**config.mk**
```make
export PLATFORM = sky130hd
export DESIGN_NAME = ecpm_port_ctrl
export DESIGN_NICKNAME = d
export VERILOG_FILES = /design/src/ecpm_pkg.sv /design/src/ecpm_sync.sv /design/src/ecpm_fifo.sv /design/src/ecpm_port_ctrl.sv
export SDC_FILE = /design/constraint.sdc
export NUM_CORES = 1
export LEC_CHECK = 0
export BUFFER_PORTS_ARGS = -buffer_cell sky130_fd_sc_hd__buf_2
export CAP_MARGIN = 15
export CORE_ASPECT_RATIO = 1.75
export CORE_MARGIN = 2
export CORE_UTILIZATION = 55
export DETAILED_ROUTE_END_ITERATION = 8
export PLACE_DENSITY = 0.76
export SLEW_MARGIN = 20
export SYNTH_ARGS = -nofsm -noshare
export SYNTH_HDL_FRONTEND = slang
export SYNTH_SLANG_ARGS = --single-unit
```
**constraint.sdc**
```tcl
create_clock -name clk -period 3.4 [get_ports clk]
set_input_delay 0.51 -clock clk [delete_from_list [all_inputs] [get_ports clk]]
set_output_delay 0.51 -clock clk [all_outputs]
set_load 0.05 [all_outputs]
```
**src/ecpm_pkg.sv**
```systemverilog
// constants and types of the extended parallel-port mode control
// Contract
// [RULE_01] config B bit 6 shows irq line level; bits 5:0 read zero
// [RULE_02] extended control register at 402h holds read/write mode in bits 7:5
// [RULE_03] bit 4 set blocks fault irq; clear pulses irq on fault falling edge; code raises fault irqs in mode 011 only
// [RULE_04] clearing bit 4 while fault already asserted raises irq at once; code does this in mode 011 only
// [RULE_05] bit 3 enables dma, transfers only while service bit is 0
// [RULE_06] service bit set disables dma and service irqs; writing 1 never interrupts
// [RULE_07] hardware sets service bit after a service irq; software clears it
// [RULE_08] with dma enabled, terminal count sets the service bit
// [RULE_09] without dma, free space or fill level reaching threshold sets service bit
// [RULE_10] bit 1 reads fifo full, bit 0 reads fifo empty
// [RULE_11] mode 000 resets fifo, open-collector controls, direction ignored
// [RULE_12] mode 001 direction floats data, data read returns pins, push-pull
// [RULE_13] mode 010 sends fifo bytes with compatibility handshake, forward only
// [RULE_14] mode 011 shares fifo for address and data forward, packs bytes reverse
// [RULE_15] mode 100 is epp only when option enabled; 101 reserved
// [RULE_16] mode 110 fifo host accessible, never sent out, push-pull
// [RULE_17] mode 111 maps config A and B at 400h and 401h
// [RULE_18] entering 010 or 011 starts automatic handshake
// [RULE_19] software leaves non-000/001 modes only to 000 or 001
// [RULE_20] software changes direction only in mode 001
// [RULE_21] control outputs deasserted before a mode change takes effect
// [RULE_22] leaving ecp reverse drops surplus bytes and releases auto-feed at once
// [RULE_23] each irq is a short low pulse then the line floats
// [RULE_24] threshold setting 0..15 means effective threshold 1..16
`default_nettype none
package ecpm_pkg;
  localparam logic [2:0]  MODE_SPP  = 3'h0;
  localparam logic [2:0]  MODE_PS2  = 3'h1;
  localparam logic [2:0]  MODE_FIFO = 3'h2;
  localparam logic [2:0]  MODE_ECP  = 3'h3;
  localparam logic [2:0]  MODE_EPP  = 3'h4;
  localparam logic [2:0]  MODE_TEST = 3'h6;
  localparam logic [2:0]  MODE_CFG  = 3'h7;
  localparam logic [10:0] OFS_DATA  = 11'h000;
  localparam logic [10:0] OFS_CTRL  = 11'h002;
  localparam logic [10:0] OFS_QUEUE = 11'h400;
  localparam logic [10:0] OFS_CFGB  = 11'h401;
  localparam logic [10:0] OFS_ECR   = 11'h402;
  localparam int          ECR_MODE  = 5;
  localparam int          ECR_MASK  = 4;
  localparam int          ECR_DMA   = 3;
  localparam int          ECR_SVC   = 2;
  localparam int          CFGB_IRQ  = 6;
  localparam int          CTL_DIR   = 5;
  localparam logic [7:0]  CFGA_VAL  = 8'h10;
  localparam logic        SVC_RST   = 1'h1;
  localparam logic        MASK_RST  = 1'h0;
  localparam longint      CLK_HZ    = 40000000;
  localparam longint      IRQ_NS    = 100;
  localparam longint      SETUP_NS  = 500;
  localparam logic [3:0]  IRQ_CYC   = 4'((IRQ_NS * CLK_HZ) / 1000000000);
  localparam logic [5:0]  SETUP_CYC = 6'((SETUP_NS * CLK_HZ + 999999999) / 1000000000);
  typedef enum logic [1:0] {
    HS_IDLE   = 2'h0,
    HS_SETUP  = 2'h1,
    HS_STROBE = 2'h3,
    HS_HOLD   = 2'h2
  } ecpm_hs_e;
endpackage
`default_nettype wire

```
**src/ecpm_sync.sv**
```systemverilog
// two-stage synchroniser for pin inputs
`default_nettype none
module ecpm_sync #(
  parameter int W = 1
) (
  input  wire logic         clk,
  input  wire logic         sys_rst,
  input  wire logic [W-1:0] rst_val,
  input  wire logic [W-1:0] d,
  output var  logic [W-1:0] q
);
  logic [W-1:0] meta_r;

  always_ff @(posedge clk)
  begin
    if (sys_rst)
    begin
      meta_r <= rst_val;
      q      <= rst_val;
    end
    else
    begin
      meta_r <= d;
      q      <= meta_r;
    end
  end
endmodule // ecpm_sync
`default_nettype wire

```
**src/ecpm_fifo.sv**
```systemverilog
// flip-flop fifo with flush
`default_nettype none
module ecpm_fifo #(
  parameter int W     = 9,
  parameter int DEPTH = 16,
  parameter int CW    = $clog2(DEPTH + 1)
) (
  input  wire logic          clk,
  input  wire logic          sys_rst,
  input  wire logic          flush,
  input  wire logic          push,
  input  wire logic [W-1:0]  pushData,
  input  wire logic          pop,
  output logic      [W-1:0]  popData,
  output logic      [CW-1:0] count,
  output logic               full,
  output logic               empty
);
  localparam int AW = $clog2(DEPTH);
  localparam logic [CW-1:0] DEPTH_C = CW'(DEPTH);
  logic [W-1:0]  mem_r [DEPTH];
  logic [AW-1:0] wrPtr_r;
  logic [AW-1:0] rdPtr_r;
  logic [CW-1:0] cnt_r;
  logic          doPush;
  logic          doPop;

  assign full    = (cnt_r == DEPTH_C);
  assign empty   = (cnt_r == '0);
  assign count   = cnt_r;
  assign popData = mem_r[rdPtr_r];
  assign doPush  = push && !full;
  assign doPop   = pop && !empty;

  always_ff @(posedge clk)
  begin
    if (doPush)
      mem_r[wrPtr_r] <= pushData;
  end

  always_ff @(posedge clk)
  begin
    if (sys_rst || flush)
    begin
      wrPtr_r <= '0;
      rdPtr_r <= '0;
      cnt_r   <= '0;
    end
    else
    begin
      if (doPush)
        wrPtr_r <= (wrPtr_r == AW'(DEPTH - 1)) ? '0 : wrPtr_r + 1'b1;
      if (doPop)
        rdPtr_r <= (rdPtr_r == AW'(DEPTH - 1)) ? '0 : rdPtr_r + 1'b1;
      if (doPush && !doPop)
        cnt_r <= cnt_r + 1'b1;
      else if (doPop && !doPush)
        cnt_r <= cnt_r - 1'b1;
    end
  end
endmodule // ecpm_fifo
`default_nettype wire

```
**src/ecpm_port_ctrl.sv**
```systemverilog
// extended parallel-port mode control top
`default_nettype none
module ecpm_port_ctrl
  import ecpm_pkg::*;
#(
  parameter int DEPTH = 16
) (
  input  wire logic        clk,
  input  wire logic        sys_rst,
  input  wire logic [10:0] isaAddr,
  input  wire logic [7:0]  isaDataIn,
  input  wire logic        isaRdN,
  input  wire logic        isaWrN,
  output logic      [7:0]  isaDataOut,
  output logic             isaDataOeN,
  input  wire logic        dmaTc,
  output logic             dmaRun,
  input  wire logic        eppOption,
  input  wire logic [3:0]  queueLevelSetting,
  input  wire logic        irqLineLevel,
  output logic             irqOut,
  output logic             irqOeN,
  input  wire logic [7:0]  pdIn,
  output logic      [7:0]  pdOut,
  output logic             pdOeN,
  input  wire logic        periphBusy,
  input  wire logic        periphAckN,
  input  wire logic        periphErrorInN,
  output logic             dataStrobeOutN,
  output logic             dataStrobeOeN,
  output logic             lineFeedOutN,
  output logic             lineFeedOeN,
  output logic             periphInitOutN,
  output logic             periphInitOeN,
  output logic             periphSelectOutN,
  output logic             periphSelectOeN,
  output logic             eppActive
);
  localparam int CW = $clog2(DEPTH + 1);
  localparam logic [CW-1:0] DEPTH_C = CW'(DEPTH);

  // ==========================================================
  // pin synchronisers
  logic [33:0] syncQ;
  logic        rdS;
  logic        wrS;
  logic [10:0] addrS;
  logic [7:0]  dinS;
  logic [7:0]  pdS;
  logic        busyS;
  logic        ackNS;
  logic        faultNS;
  logic        irqLvlS;
  logic        tcS;

  ecpm_sync #(.W(34)) u_sync (
    .clk     (clk),
    .sys_rst (sys_rst),
    .rst_val ({2'h3, 19'h0, 8'h0, 1'h0, 1'h1, 1'h1, 1'h1, 1'h0}),
    .d       ({isaRdN, isaWrN, isaAddr, isaDataIn, pdIn, periphBusy,
                periphAckN, periphErrorInN, irqLineLevel, dmaTc}),
    .q       (syncQ)
  );
  assign {rdS, wrS, addrS, dinS, pdS, busyS, ackNS, faultNS, irqLvlS, tcS} = syncQ;

  // ==========================================================
  // strobe edges
  logic rdPrev_r;
  logic wrPrev_r;
  logic faultPrev_r;
  logic tcPrev_r;
  logic rdEdge;
  logic wrEdge;

  always_ff @(posedge clk)
  begin
    if (sys_rst)
    begin
      rdPrev_r    <= 1'b1;
      wrPrev_r    <= 1'b1;
      faultPrev_r <= 1'b1;
      tcPrev_r    <= 1'b0;
    end
    else
    begin
      rdPrev_r    <= rdS;
      wrPrev_r    <= wrS;
      faultPrev_r <= faultNS;
      tcPrev_r    <= tcS;
    end
  end
  assign rdEdge = rdPrev_r && !rdS;
  assign wrEdge = !wrPrev_r && wrS;

  // ==========================================================
  // registers
  logic [2:0] mode_r;
  logic [2:0] pendMode_r;
  logic       modeChg_r;
  logic       faultMask_r;
  logic       dmaOn_r;
  logic       svcBlock_r;
  logic [7:0] dataReg_r;
  logic [5:0] ctrl_r;
  logic       wrEcr;
  logic       dirRev;
  logic       fifoMode;
  logic       ecpRev;

  assign wrEcr    = wrEdge && (addrS == OFS_ECR);
  assign dirRev   = ctrl_r[CTL_DIR];
  assign fifoMode = (mode_r == MODE_FIFO) || (mode_r == MODE_ECP) || (mode_r == MODE_TEST);
  assign ecpRev   = (mode_r == MODE_ECP) && dirRev;

  // [RULE_02] mode field write
  always_ff @(posedge clk)
  begin
    if (sys_rst)
    begin
      mode_r     <= MODE_SPP;
      pendMode_r <= MODE_SPP;
      modeChg_r  <= 1'b0;
    end
    else if (modeChg_r)
    begin
      mode_r    <= pendMode_r;
      modeChg_r <= 1'b0;
    end
    else if (wrEcr && (dinS[7:ECR_MODE] != mode_r))
    begin
      // [RULE_21] one cycle of released controls
      pendMode_r <= dinS[7:ECR_MODE];
      modeChg_r  <= 1'b1;
    end
  end

  always_ff @(posedge clk)
  begin
    if (sys_rst)
    begin
      dataReg_r <= '0;
      ctrl_r    <= '0;
    end
    else if (wrEdge && addrS == OFS_DATA)
      dataReg_r <= dinS;
    else if (wrEdge && addrS == OFS_CTRL)
      ctrl_r <= dinS[5:0];
  end

  // ==========================================================
  // fifo
  logic          fPush;
  logic [8:0]    fPushData;
  logic          fPop;
  logic [8:0]    fHead;
  logic [CW-1:0] fCount;
  logic          fFull;
  logic          fEmpty;
  logic          fFlush;
  logic          hsPop;
  logic          hsPush;
  logic          hostPush;
  logic          hostPop;

  // [RULE_11] fifo held reset in mode 000
  // [RULE_22] surplus reverse bytes dropped
  assign fFlush   = (mode_r == MODE_SPP) || (modeChg_r && ecpRev);
  // [RULE_14] address/rle and data share one queue
  assign hostPush = wrEdge && !fFull && ((addrS == OFS_QUEUE &&
                    (mode_r == MODE_FIFO || mode_r == MODE_TEST ||
                    (mode_r == MODE_ECP && !dirRev))) ||
                    (addrS == OFS_DATA && mode_r == MODE_ECP && !dirRev));
  // [RULE_16] test mode host reads pop the queue
  assign hostPop  = rdEdge && addrS == OFS_QUEUE && (mode_r == MODE_TEST || ecpRev);
  assign fPush    = hostPush || hsPush;
  assign fPushData = hsPush ? {1'b0, pdS} : {addrS == OFS_DATA, dinS};
  assign fPop     = hostPop || hsPop;

  ecpm_fifo #(.W(9), .DEPTH(DEPTH)) u_fifo (
    .clk      (clk),
    .sys_rst  (sys_rst),
    .flush    (fFlush),
    .push     (fPush),
    .pushData (fPushData),
    .pop      (fPop),
    .popData  (fHead),
    .count    (fCount),
    .full     (fFull),
    .empty    (fEmpty)
  );

  // ==========================================================
  // service and fault events
  logic [CW-1:0] thr;
  logic          svcCond;
  logic          svcEvent;
  logic          faultIrq;
  logic          irqStart;

  // [RULE_24] effective threshold is setting plus one
  assign thr = CW'({1'b0, queueLevelSetting}) + CW'(1);
  always_comb
  begin
    if (!fifoMode)
      svcCond = 1'b0;
    // [RULE_08] terminal count event
    else if (dmaOn_r)
      svcCond = tcS && !tcPrev_r;
    // [RULE_09] threshold events
    else if (!dirRev || mode_r == MODE_FIFO)
      svcCond = (DEPTH_C - fCount) >= thr;
    else
      svcCond = fCount >= thr;
  end
  // [RULE_06] blocked while service bit set
  assign svcEvent = !svcBlock_r && svcCond;
  // [RULE_03] fault falling edge
  // [RULE_04] unmask while fault asserted
  assign faultIrq = (mode_r == MODE_ECP) && ((!faultMask_r && faultPrev_r && !faultNS) ||
                    (wrEcr && faultMask_r && !dinS[ECR_MASK] && !faultNS));
  assign irqStart = svcEvent || faultIrq;

  always_ff @(posedge clk)
  begin
    if (sys_rst)
    begin
      faultMask_r <= MASK_RST;
      dmaOn_r     <= 1'b0;
    end
    else if (wrEcr)
    begin
      faultMask_r <= dinS[ECR_MASK];
      dmaOn_r     <= dinS[ECR_DMA];
    end
  end

  // [RULE_07] hardware sets service bit, set beats clear
  always_ff @(posedge clk)
  begin
    if (sys_rst)
      svcBlock_r <= SVC_RST;
    else if (svcEvent)
      svcBlock_r <= 1'b1;
    else if (wrEcr)
      svcBlock_r <= dinS[ECR_SVC];
  end

  // [RULE_05] dma gated by service bit
  always_ff @(posedge clk)
  begin
    if (sys_rst)
      dmaRun <= 1'b0;
    else
      dmaRun <= dmaOn_r && !svcBlock_r && fifoMode && !modeChg_r;
  end

  // [RULE_15] epp only with chip option
  always_ff @(posedge clk)
  begin
    if (sys_rst)
      eppActive <= 1'b0;
    else
      eppActive <= (mode_r == MODE_EPP) && eppOption;
  end

  // [RULE_23] short low pulse then float
  logic [3:0] irqCnt_r;
  always_ff @(posedge clk)
  begin
    if (sys_rst)
    begin
      irqCnt_r <= '0;
      irqOut   <= 1'b0;
      irqOeN   <= 1'b1;
    end
    else
    begin
      irqOut <= 1'b0;
      if (irqStart && irqCnt_r == '0)
        irqCnt_r <= IRQ_CYC;
      else if (irqCnt_r != '0)
        irqCnt_r <= irqCnt_r - 1'b1;
      irqOeN <= !((irqStart && irqCnt_r == '0) || irqCnt_r > 4'h1);
    end
  end

  // ==========================================================
  // host reads
  logic [7:0] lastRd_r;
  logic [7:0] rdVal;

  always_comb
  begin
    rdVal = '0;
    case (addrS)
      // [RULE_12] ps2 data read returns pins
      OFS_DATA:  rdVal = (mode_r == MODE_SPP) ? dataReg_r : pdS;
      OFS_CTRL:  rdVal = {2'h0, ctrl_r};
      // [RULE_17] config A in place of the queue
      OFS_QUEUE: rdVal = (mode_r == MODE_CFG) ? CFGA_VAL :
                         (fEmpty ? lastRd_r : fHead[7:0]);
      // [RULE_01] irq line level in config B
      OFS_CFGB:  rdVal = (mode_r == MODE_CFG) ? {1'b0, irqLvlS, 6'h0} : 8'h0;
      // [RULE_10] full and empty flags
      OFS_ECR:   rdVal = {mode_r, faultMask_r, dmaOn_r, svcBlock_r, fFull, fEmpty};
      default:   rdVal = '0;
    endcase
  end

  always_ff @(posedge clk)
  begin
    if (sys_rst)
    begin
      isaDataOut <= '0;
      isaDataOeN <= 1'b1;
      lastRd_r   <= '0;
    end
    else
    begin
      isaDataOeN <= rdS;
      if (rdEdge)
        isaDataOut <= rdVal;
      if (hostPop && !fEmpty)
        lastRd_r <= fHead[7:0];
    end
  end

  // ==========================================================
  // automatic handshake engine
  ecpm_hs_e   hs_r;
  logic [5:0] hsTimer_r;
  logic [7:0] hsData_r;
  logic       hsStrobeN_r;
  logic       hsFeedN_r;
  logic       autoMode;

  // [RULE_18] modes 010 and 011 run the handshake
  assign autoMode = (mode_r == MODE_FIFO || mode_r == MODE_ECP) && !modeChg_r;
  // [RULE_13] forward sends pop the queue
  assign hsPop  = autoMode && !ecpRev && hs_r == HS_IDLE && !fEmpty && !busyS;
  assign hsPush = autoMode && ecpRev && hs_r == HS_IDLE && !ackNS && !fFull;

  always_ff @(posedge clk)
  begin
    if (sys_rst || !autoMode)
    begin
      hs_r        <= HS_IDLE;
      hsTimer_r   <= '0;
      hsData_r    <= '0;
      hsStrobeN_r <= 1'b1;
      hsFeedN_r   <= 1'b1;
    end
    else if (ecpRev)
    begin
      // [RULE_14] reverse bytes packed into the queue
      case (hs_r)
        HS_IDLE:
        begin
          hsFeedN_r <= 1'b0;
          if (hsPush)
          begin
            hsFeedN_r <= 1'b1;
            hs_r      <= HS_HOLD;
          end
        end
        HS_HOLD:
        begin
          if (ackNS)
          begin
            hsFeedN_r <= 1'b0;
            hs_r      <= HS_IDLE;
          end
        end
        default: hs_r <= HS_IDLE;
      endcase
    end
    else
    begin
      case (hs_r)
        HS_IDLE:
        begin
          if (hsPop)
          begin
            hsData_r  <= fHead[7:0];
            hsFeedN_r <= (mode_r == MODE_ECP) ? !fHead[8] : 1'b1;
            hsTimer_r <= SETUP_CYC;
            hs_r      <= HS_SETUP;
          end
        end
        HS_SETUP:
        begin
          if (hsTimer_r <= 6'h1)
          begin
            hsStrobeN_r <= 1'b0;
            hs_r        <= HS_STROBE;
          end
          else
            hsTimer_r <= hsTimer_r - 1'b1;
        end
        HS_STROBE:
        begin
          if (busyS)
          begin
            hsStrobeN_r <= 1'b1;
            hs_r        <= HS_HOLD;
          end
        end
        HS_HOLD:
        begin
          if (!busyS)
            hs_r <= HS_IDLE;
        end
        default: hs_r <= HS_IDLE;
      endcase
    end
  end

  // ==========================================================
  // pin drivers
  logic [3:0] ctlLvl;
  logic       drvData;

  always_comb
  begin
    ctlLvl = {!ctrl_r[3], ctrl_r[2], !ctrl_r[1], !ctrl_r[0]};
    if (autoMode)
    begin
      ctlLvl[0] = hsStrobeN_r;
      ctlLvl[1] = hsFeedN_r;
    end
    // [RULE_21] controls released during a mode change
    // [RULE_22] auto-feed released at once
    if (modeChg_r)
      ctlLvl = {1'b1, 1'b1, 1'b1, 1'b1};
  end
  // [RULE_11] direction ignored in 000 and 010
  assign drvData = (mode_r == MODE_SPP) || (mode_r == MODE_FIFO) || !dirRev;

  always_ff @(posedge clk)
  begin
    if (sys_rst)
    begin
      {periphSelectOutN, periphInitOutN, lineFeedOutN, dataStrobeOutN} <= 4'hf;
      {periphSelectOeN, periphInitOeN, lineFeedOeN, dataStrobeOeN}     <= 4'hf;
      pdOut <= '0;
      pdOeN <= 1'b1;
    end
    else
    begin
      {periphSelectOutN, periphInitOutN, lineFeedOutN, dataStrobeOutN} <= ctlLvl;
      // [RULE_11] open-collector controls in mode 000
      if (mode_r == MODE_SPP)
        {periphSelectOeN, periphInitOeN, lineFeedOeN, dataStrobeOeN} <= ctlLvl;
      else
        {periphSelectOeN, periphInitOeN, lineFeedOeN, dataStrobeOeN} <= 4'h0;
      // [RULE_12] direction floats data lines
      pdOeN <= !drvData;
      pdOut <= autoMode ? hsData_r : dataReg_r;
    end
  end
endmodule // ecpm_port_ctrl
`default_nettype wire

```
==> results by group <==
Run status
  – Status: completed

CTS
  – Worst-skew pair later-pin latency: 0.55 ns
  – Clk slew on worst S/H paths: 0.07 ns
  – Clk root buf: clkbuf_16
  – H-tree levels: 1
  – CTS Buf Count: 27
  – Worst-case clock buffer depth: 3
  – # Post-CTS Setup Buffers: 0
  – CTS tree: built
  – Clock Sinks: 315

Power
  – Design Power: 7.59 mW
  – Leak: 5.42 nW
  – VDD IR max: 0.426 mV
  – Power per Cell Area: 528 nW/um^2

Timing
  – Slew margin rel.: 0.488
  – # setup viols final: 0
  – Final hold violations: 0
  – Skew final: 0.0101 ns
  – RSZ-0062 raised after global routing: false
  – Final min period: 3.18 ns
  – Final Max Tran Viols: 0
  – Final worst path period share: 0.936
  – Max Freq: 314 MHz
  – Tightest Pin Transition: 0.768 ns
  – Setup TNS Final: 0 ns

Setup path
  – Critical Path AT: 3.65 ns
  – R2r startpoint: u_fifo.count[0]
  – Crit path from: u_fifo.count[0]
  – Req. time, crit path: 3.87 ns
  – CP Capture Type: flip-flop
  – CP Class: flip-flop to flip-flop
  – Max Fanout on Critical Path: 4
  – R2R depth: 16
  – FF-to-FF setup slack: 0.22 ns
  – Worst r2r dst: u_fifo.count[4]
  – Startpoint Class: flip-flop

Cells and area
  – Final instance area: 14400 um^2
  – Fin util: 0.635
  – Diode count: 0
  – Fillers: 1747
  – Nets@finish: 1135
  – Share of layout cells above drive strength 1: 0.223
  – P&R area growth vs syn: 13.9%

Placed design
  – Final Wtd Congestion: 0.959
  – HPWL after DPL: 20600 um
  – Placed cell area: 13400 um^2
  – I/O Buffers: 69

Min path
  – Worst Hold Launch: isaRdN
  – Worst hold path depth: 2
  – Hold Path Sink: u_sync.meta_r[33]
  – Hold Path Class: primary input to flip-flop

Logic synthesis
  – Synth Area per Inst: 12.9 um^2
  – Synthesis Warnings: 0
  – FFs w/ async S/R, synth: 0
  – Cell Area, Synth: 12600 um^2
  – Gate Count Post-Synth: 982
  – Seq/Total Area, Yosys: 0.614
  – Dominant synthesized flop cell: dfxtp_1
  – Number of synthesized register bits: 315
  – Post-synth cell types: 71
  – Syn Nets: 1049
  – Post-synth EDFFs: 144

GRT
  – First-pass GRT wire length: 43900 um
  – Initial antenna violation count: 0
  – Total grt overflow: 0
  – Pin count of the biggest net entering global routing: 68
  – Total track usage: 0.236
  – Vias in the first global route: 8069

Routing
  – WL final: 28000 um
  – Antenna Nets Post-Route: 0
  – Drt first-iter violations: 577
  – WL/cell: 20.2 um
  – Drc violations: 0
  – Router iterations before antenna repair: 4
  – Via count: 7916
  – Vias per cell: 5.70

Die
  – Ports: 71
  – DIE AREA: 24200 um^2
  – FP Rows: 73
  – Height of the die: 204 um
  – Core area: 22700 um^2
  – Initial Utilization: 0.557
  – DIE WIDTH: 119 um

Job
  – # Max-Cap Violations: 0
==> worst max-delay path: stages, from the launching register on <==
cell       delay, ns
dfxtp_1         0.33
inv_1           0.06
ha_1            0.22
nor3b_2         0.17
ha_1            0.23
inv_1           0.09
nand3b_1        0.12
a2111oi_4       0.29
nor2_2          0.09
ha_2            0.20
inv_1           0.13
ha_1            0.30
a21o_1          0.20
a21oi_1         0.17
xnor2_1         0.09
or3_1           0.30
a21oi_1         0.14
==> area by class of cell <==
cell class | count | area [um^2] | share of cell area
Tap cell | 300 | 375 | 0.0261
Clock buffer | 37 | 816 | 0.0567
Timing Repair Buffer | 108 | 641 | 0.0445
Multi-Input combinational cell | 594 | 4570 | 0.318
Sequential cell | 315 | 7750 | 0.539
Clock inverter | 13 | 145 | 0.0101
Inverter | 22 | 82.6 | 0.00574
==> metal layers <==
metal / up-vias / GRT usage / part of all wire
met5: - / 0 / 0
met4: 0 / 0.155 / 0.069
met3: 82 / 0.0271 / 0.037
met2: 239 / 0.452 / 0.55
met1: 3894 / 0.237 / 0.34
li1: 3701 / - / -
==> flip-flops by register name, summed over array words and instances (netlist names), 5 cells and up, named ones only <==
name           cells
u_sync.q          34
lastRd_r           8
hsTimer_r          6
u_fifo.count       5
isaDataOut         8
ctrl_r             6
hsData_r           8
u_sync.meta_r     34
dataReg_r          8
pdOut              8
u_fifo.mem_r     144
==> cells in the mapped netlist, types with 11 or more instances <==
library cell,number,area [um^2]
clkbuf_1,27,101
or2_2,16,100
mux2i_1,53,531
ha_1,25,313
nor2_1,74,278
dfxtp_1,171,3420
edfxtp_1,144,4320
nand2_1,72,270
mux4_2,37,833
o21ai_0,20,100
nand3_1,21,105
buf_2,12,60.1
nor2b_1,66,413
a21oi_1,49,245
xnor2_1,11,96.3
inv_1,21,78.8
==> worst max path at each step <==
stage	cells past startpoint	endpoint	slack, ns
after floorplan	15	u_fifo.count[4]	0.11
after global placement	15	u_fifo.count[4]	0.14
after detailed placement	15	u_fifo.count[4]	0.03
after CTS	15	u_fifo.count[4]	0.02
after global routing	16	u_fifo.count[4]	0.0009
final	16	u_fifo.count[4]	0.22
==> what timing repair did <==
action / CTS / global route
endpoints found under the setup margin: 0 / 2
gates resized for setup: 0 / 4
hold endpoints to repair: 0 / 0
hold buffers: 0 / 0
==> kinds of logic after synthesis <==
logic type | count (synthesis) | share of synthesized area
fa+ha+maj | 27 | 0.0272
flops | 315 | 0.614
xor+xnor | 18 | 0.0125
buf+inv | 73 | 0.0256
compound gates | 120 | 0.0649
other cells | 1 | 0.000297
mux | 100 | 0.117
simple gates | 328 | 0.139
==> power breakdown <==
group / switching [mW] / leakage [nW] / internal (mW)
clock network: 1.35 / 0.469 / 1.88
logic: 0.195 / 2.09 / 0.113
registers: 0.0417 / 2.86 / 4.01
==> cell usage in the layout (no fill, tap or decap), drive strengths merged, types with 9 or more instances in the layout <==
cell,instances
ha,25
o21ai,20
nor3,9
and3,10
nand3,22
edfxtp,144
dfxtp,171
clkbuf,37
nand2,72
nor2b,66
a21oi,50
or2,16
xnor2,11
and2,10
mux4,37
mux2i,53
inv,23
buf,108
nor2,76
mux2,10
==> through the flow <==
| step | worst slack, ns | hold WS (ns) | instances |
|---|---|---|---|
| global route | 0.000863 | 0.148 | 1389 |
| finish | 0.217 | 0.153 | 1389 |
| floorplan | 0.111 | 0.384 | 982 |
| detailed placement | 0.0265 | 0.399 | 1339 |
| global placement | 0.140 | 0.399 | 1339 |
| CTS | 0.0176 | 0.131 | 1389 |
No activity file was read; power rests on OpenSTA's default activity.
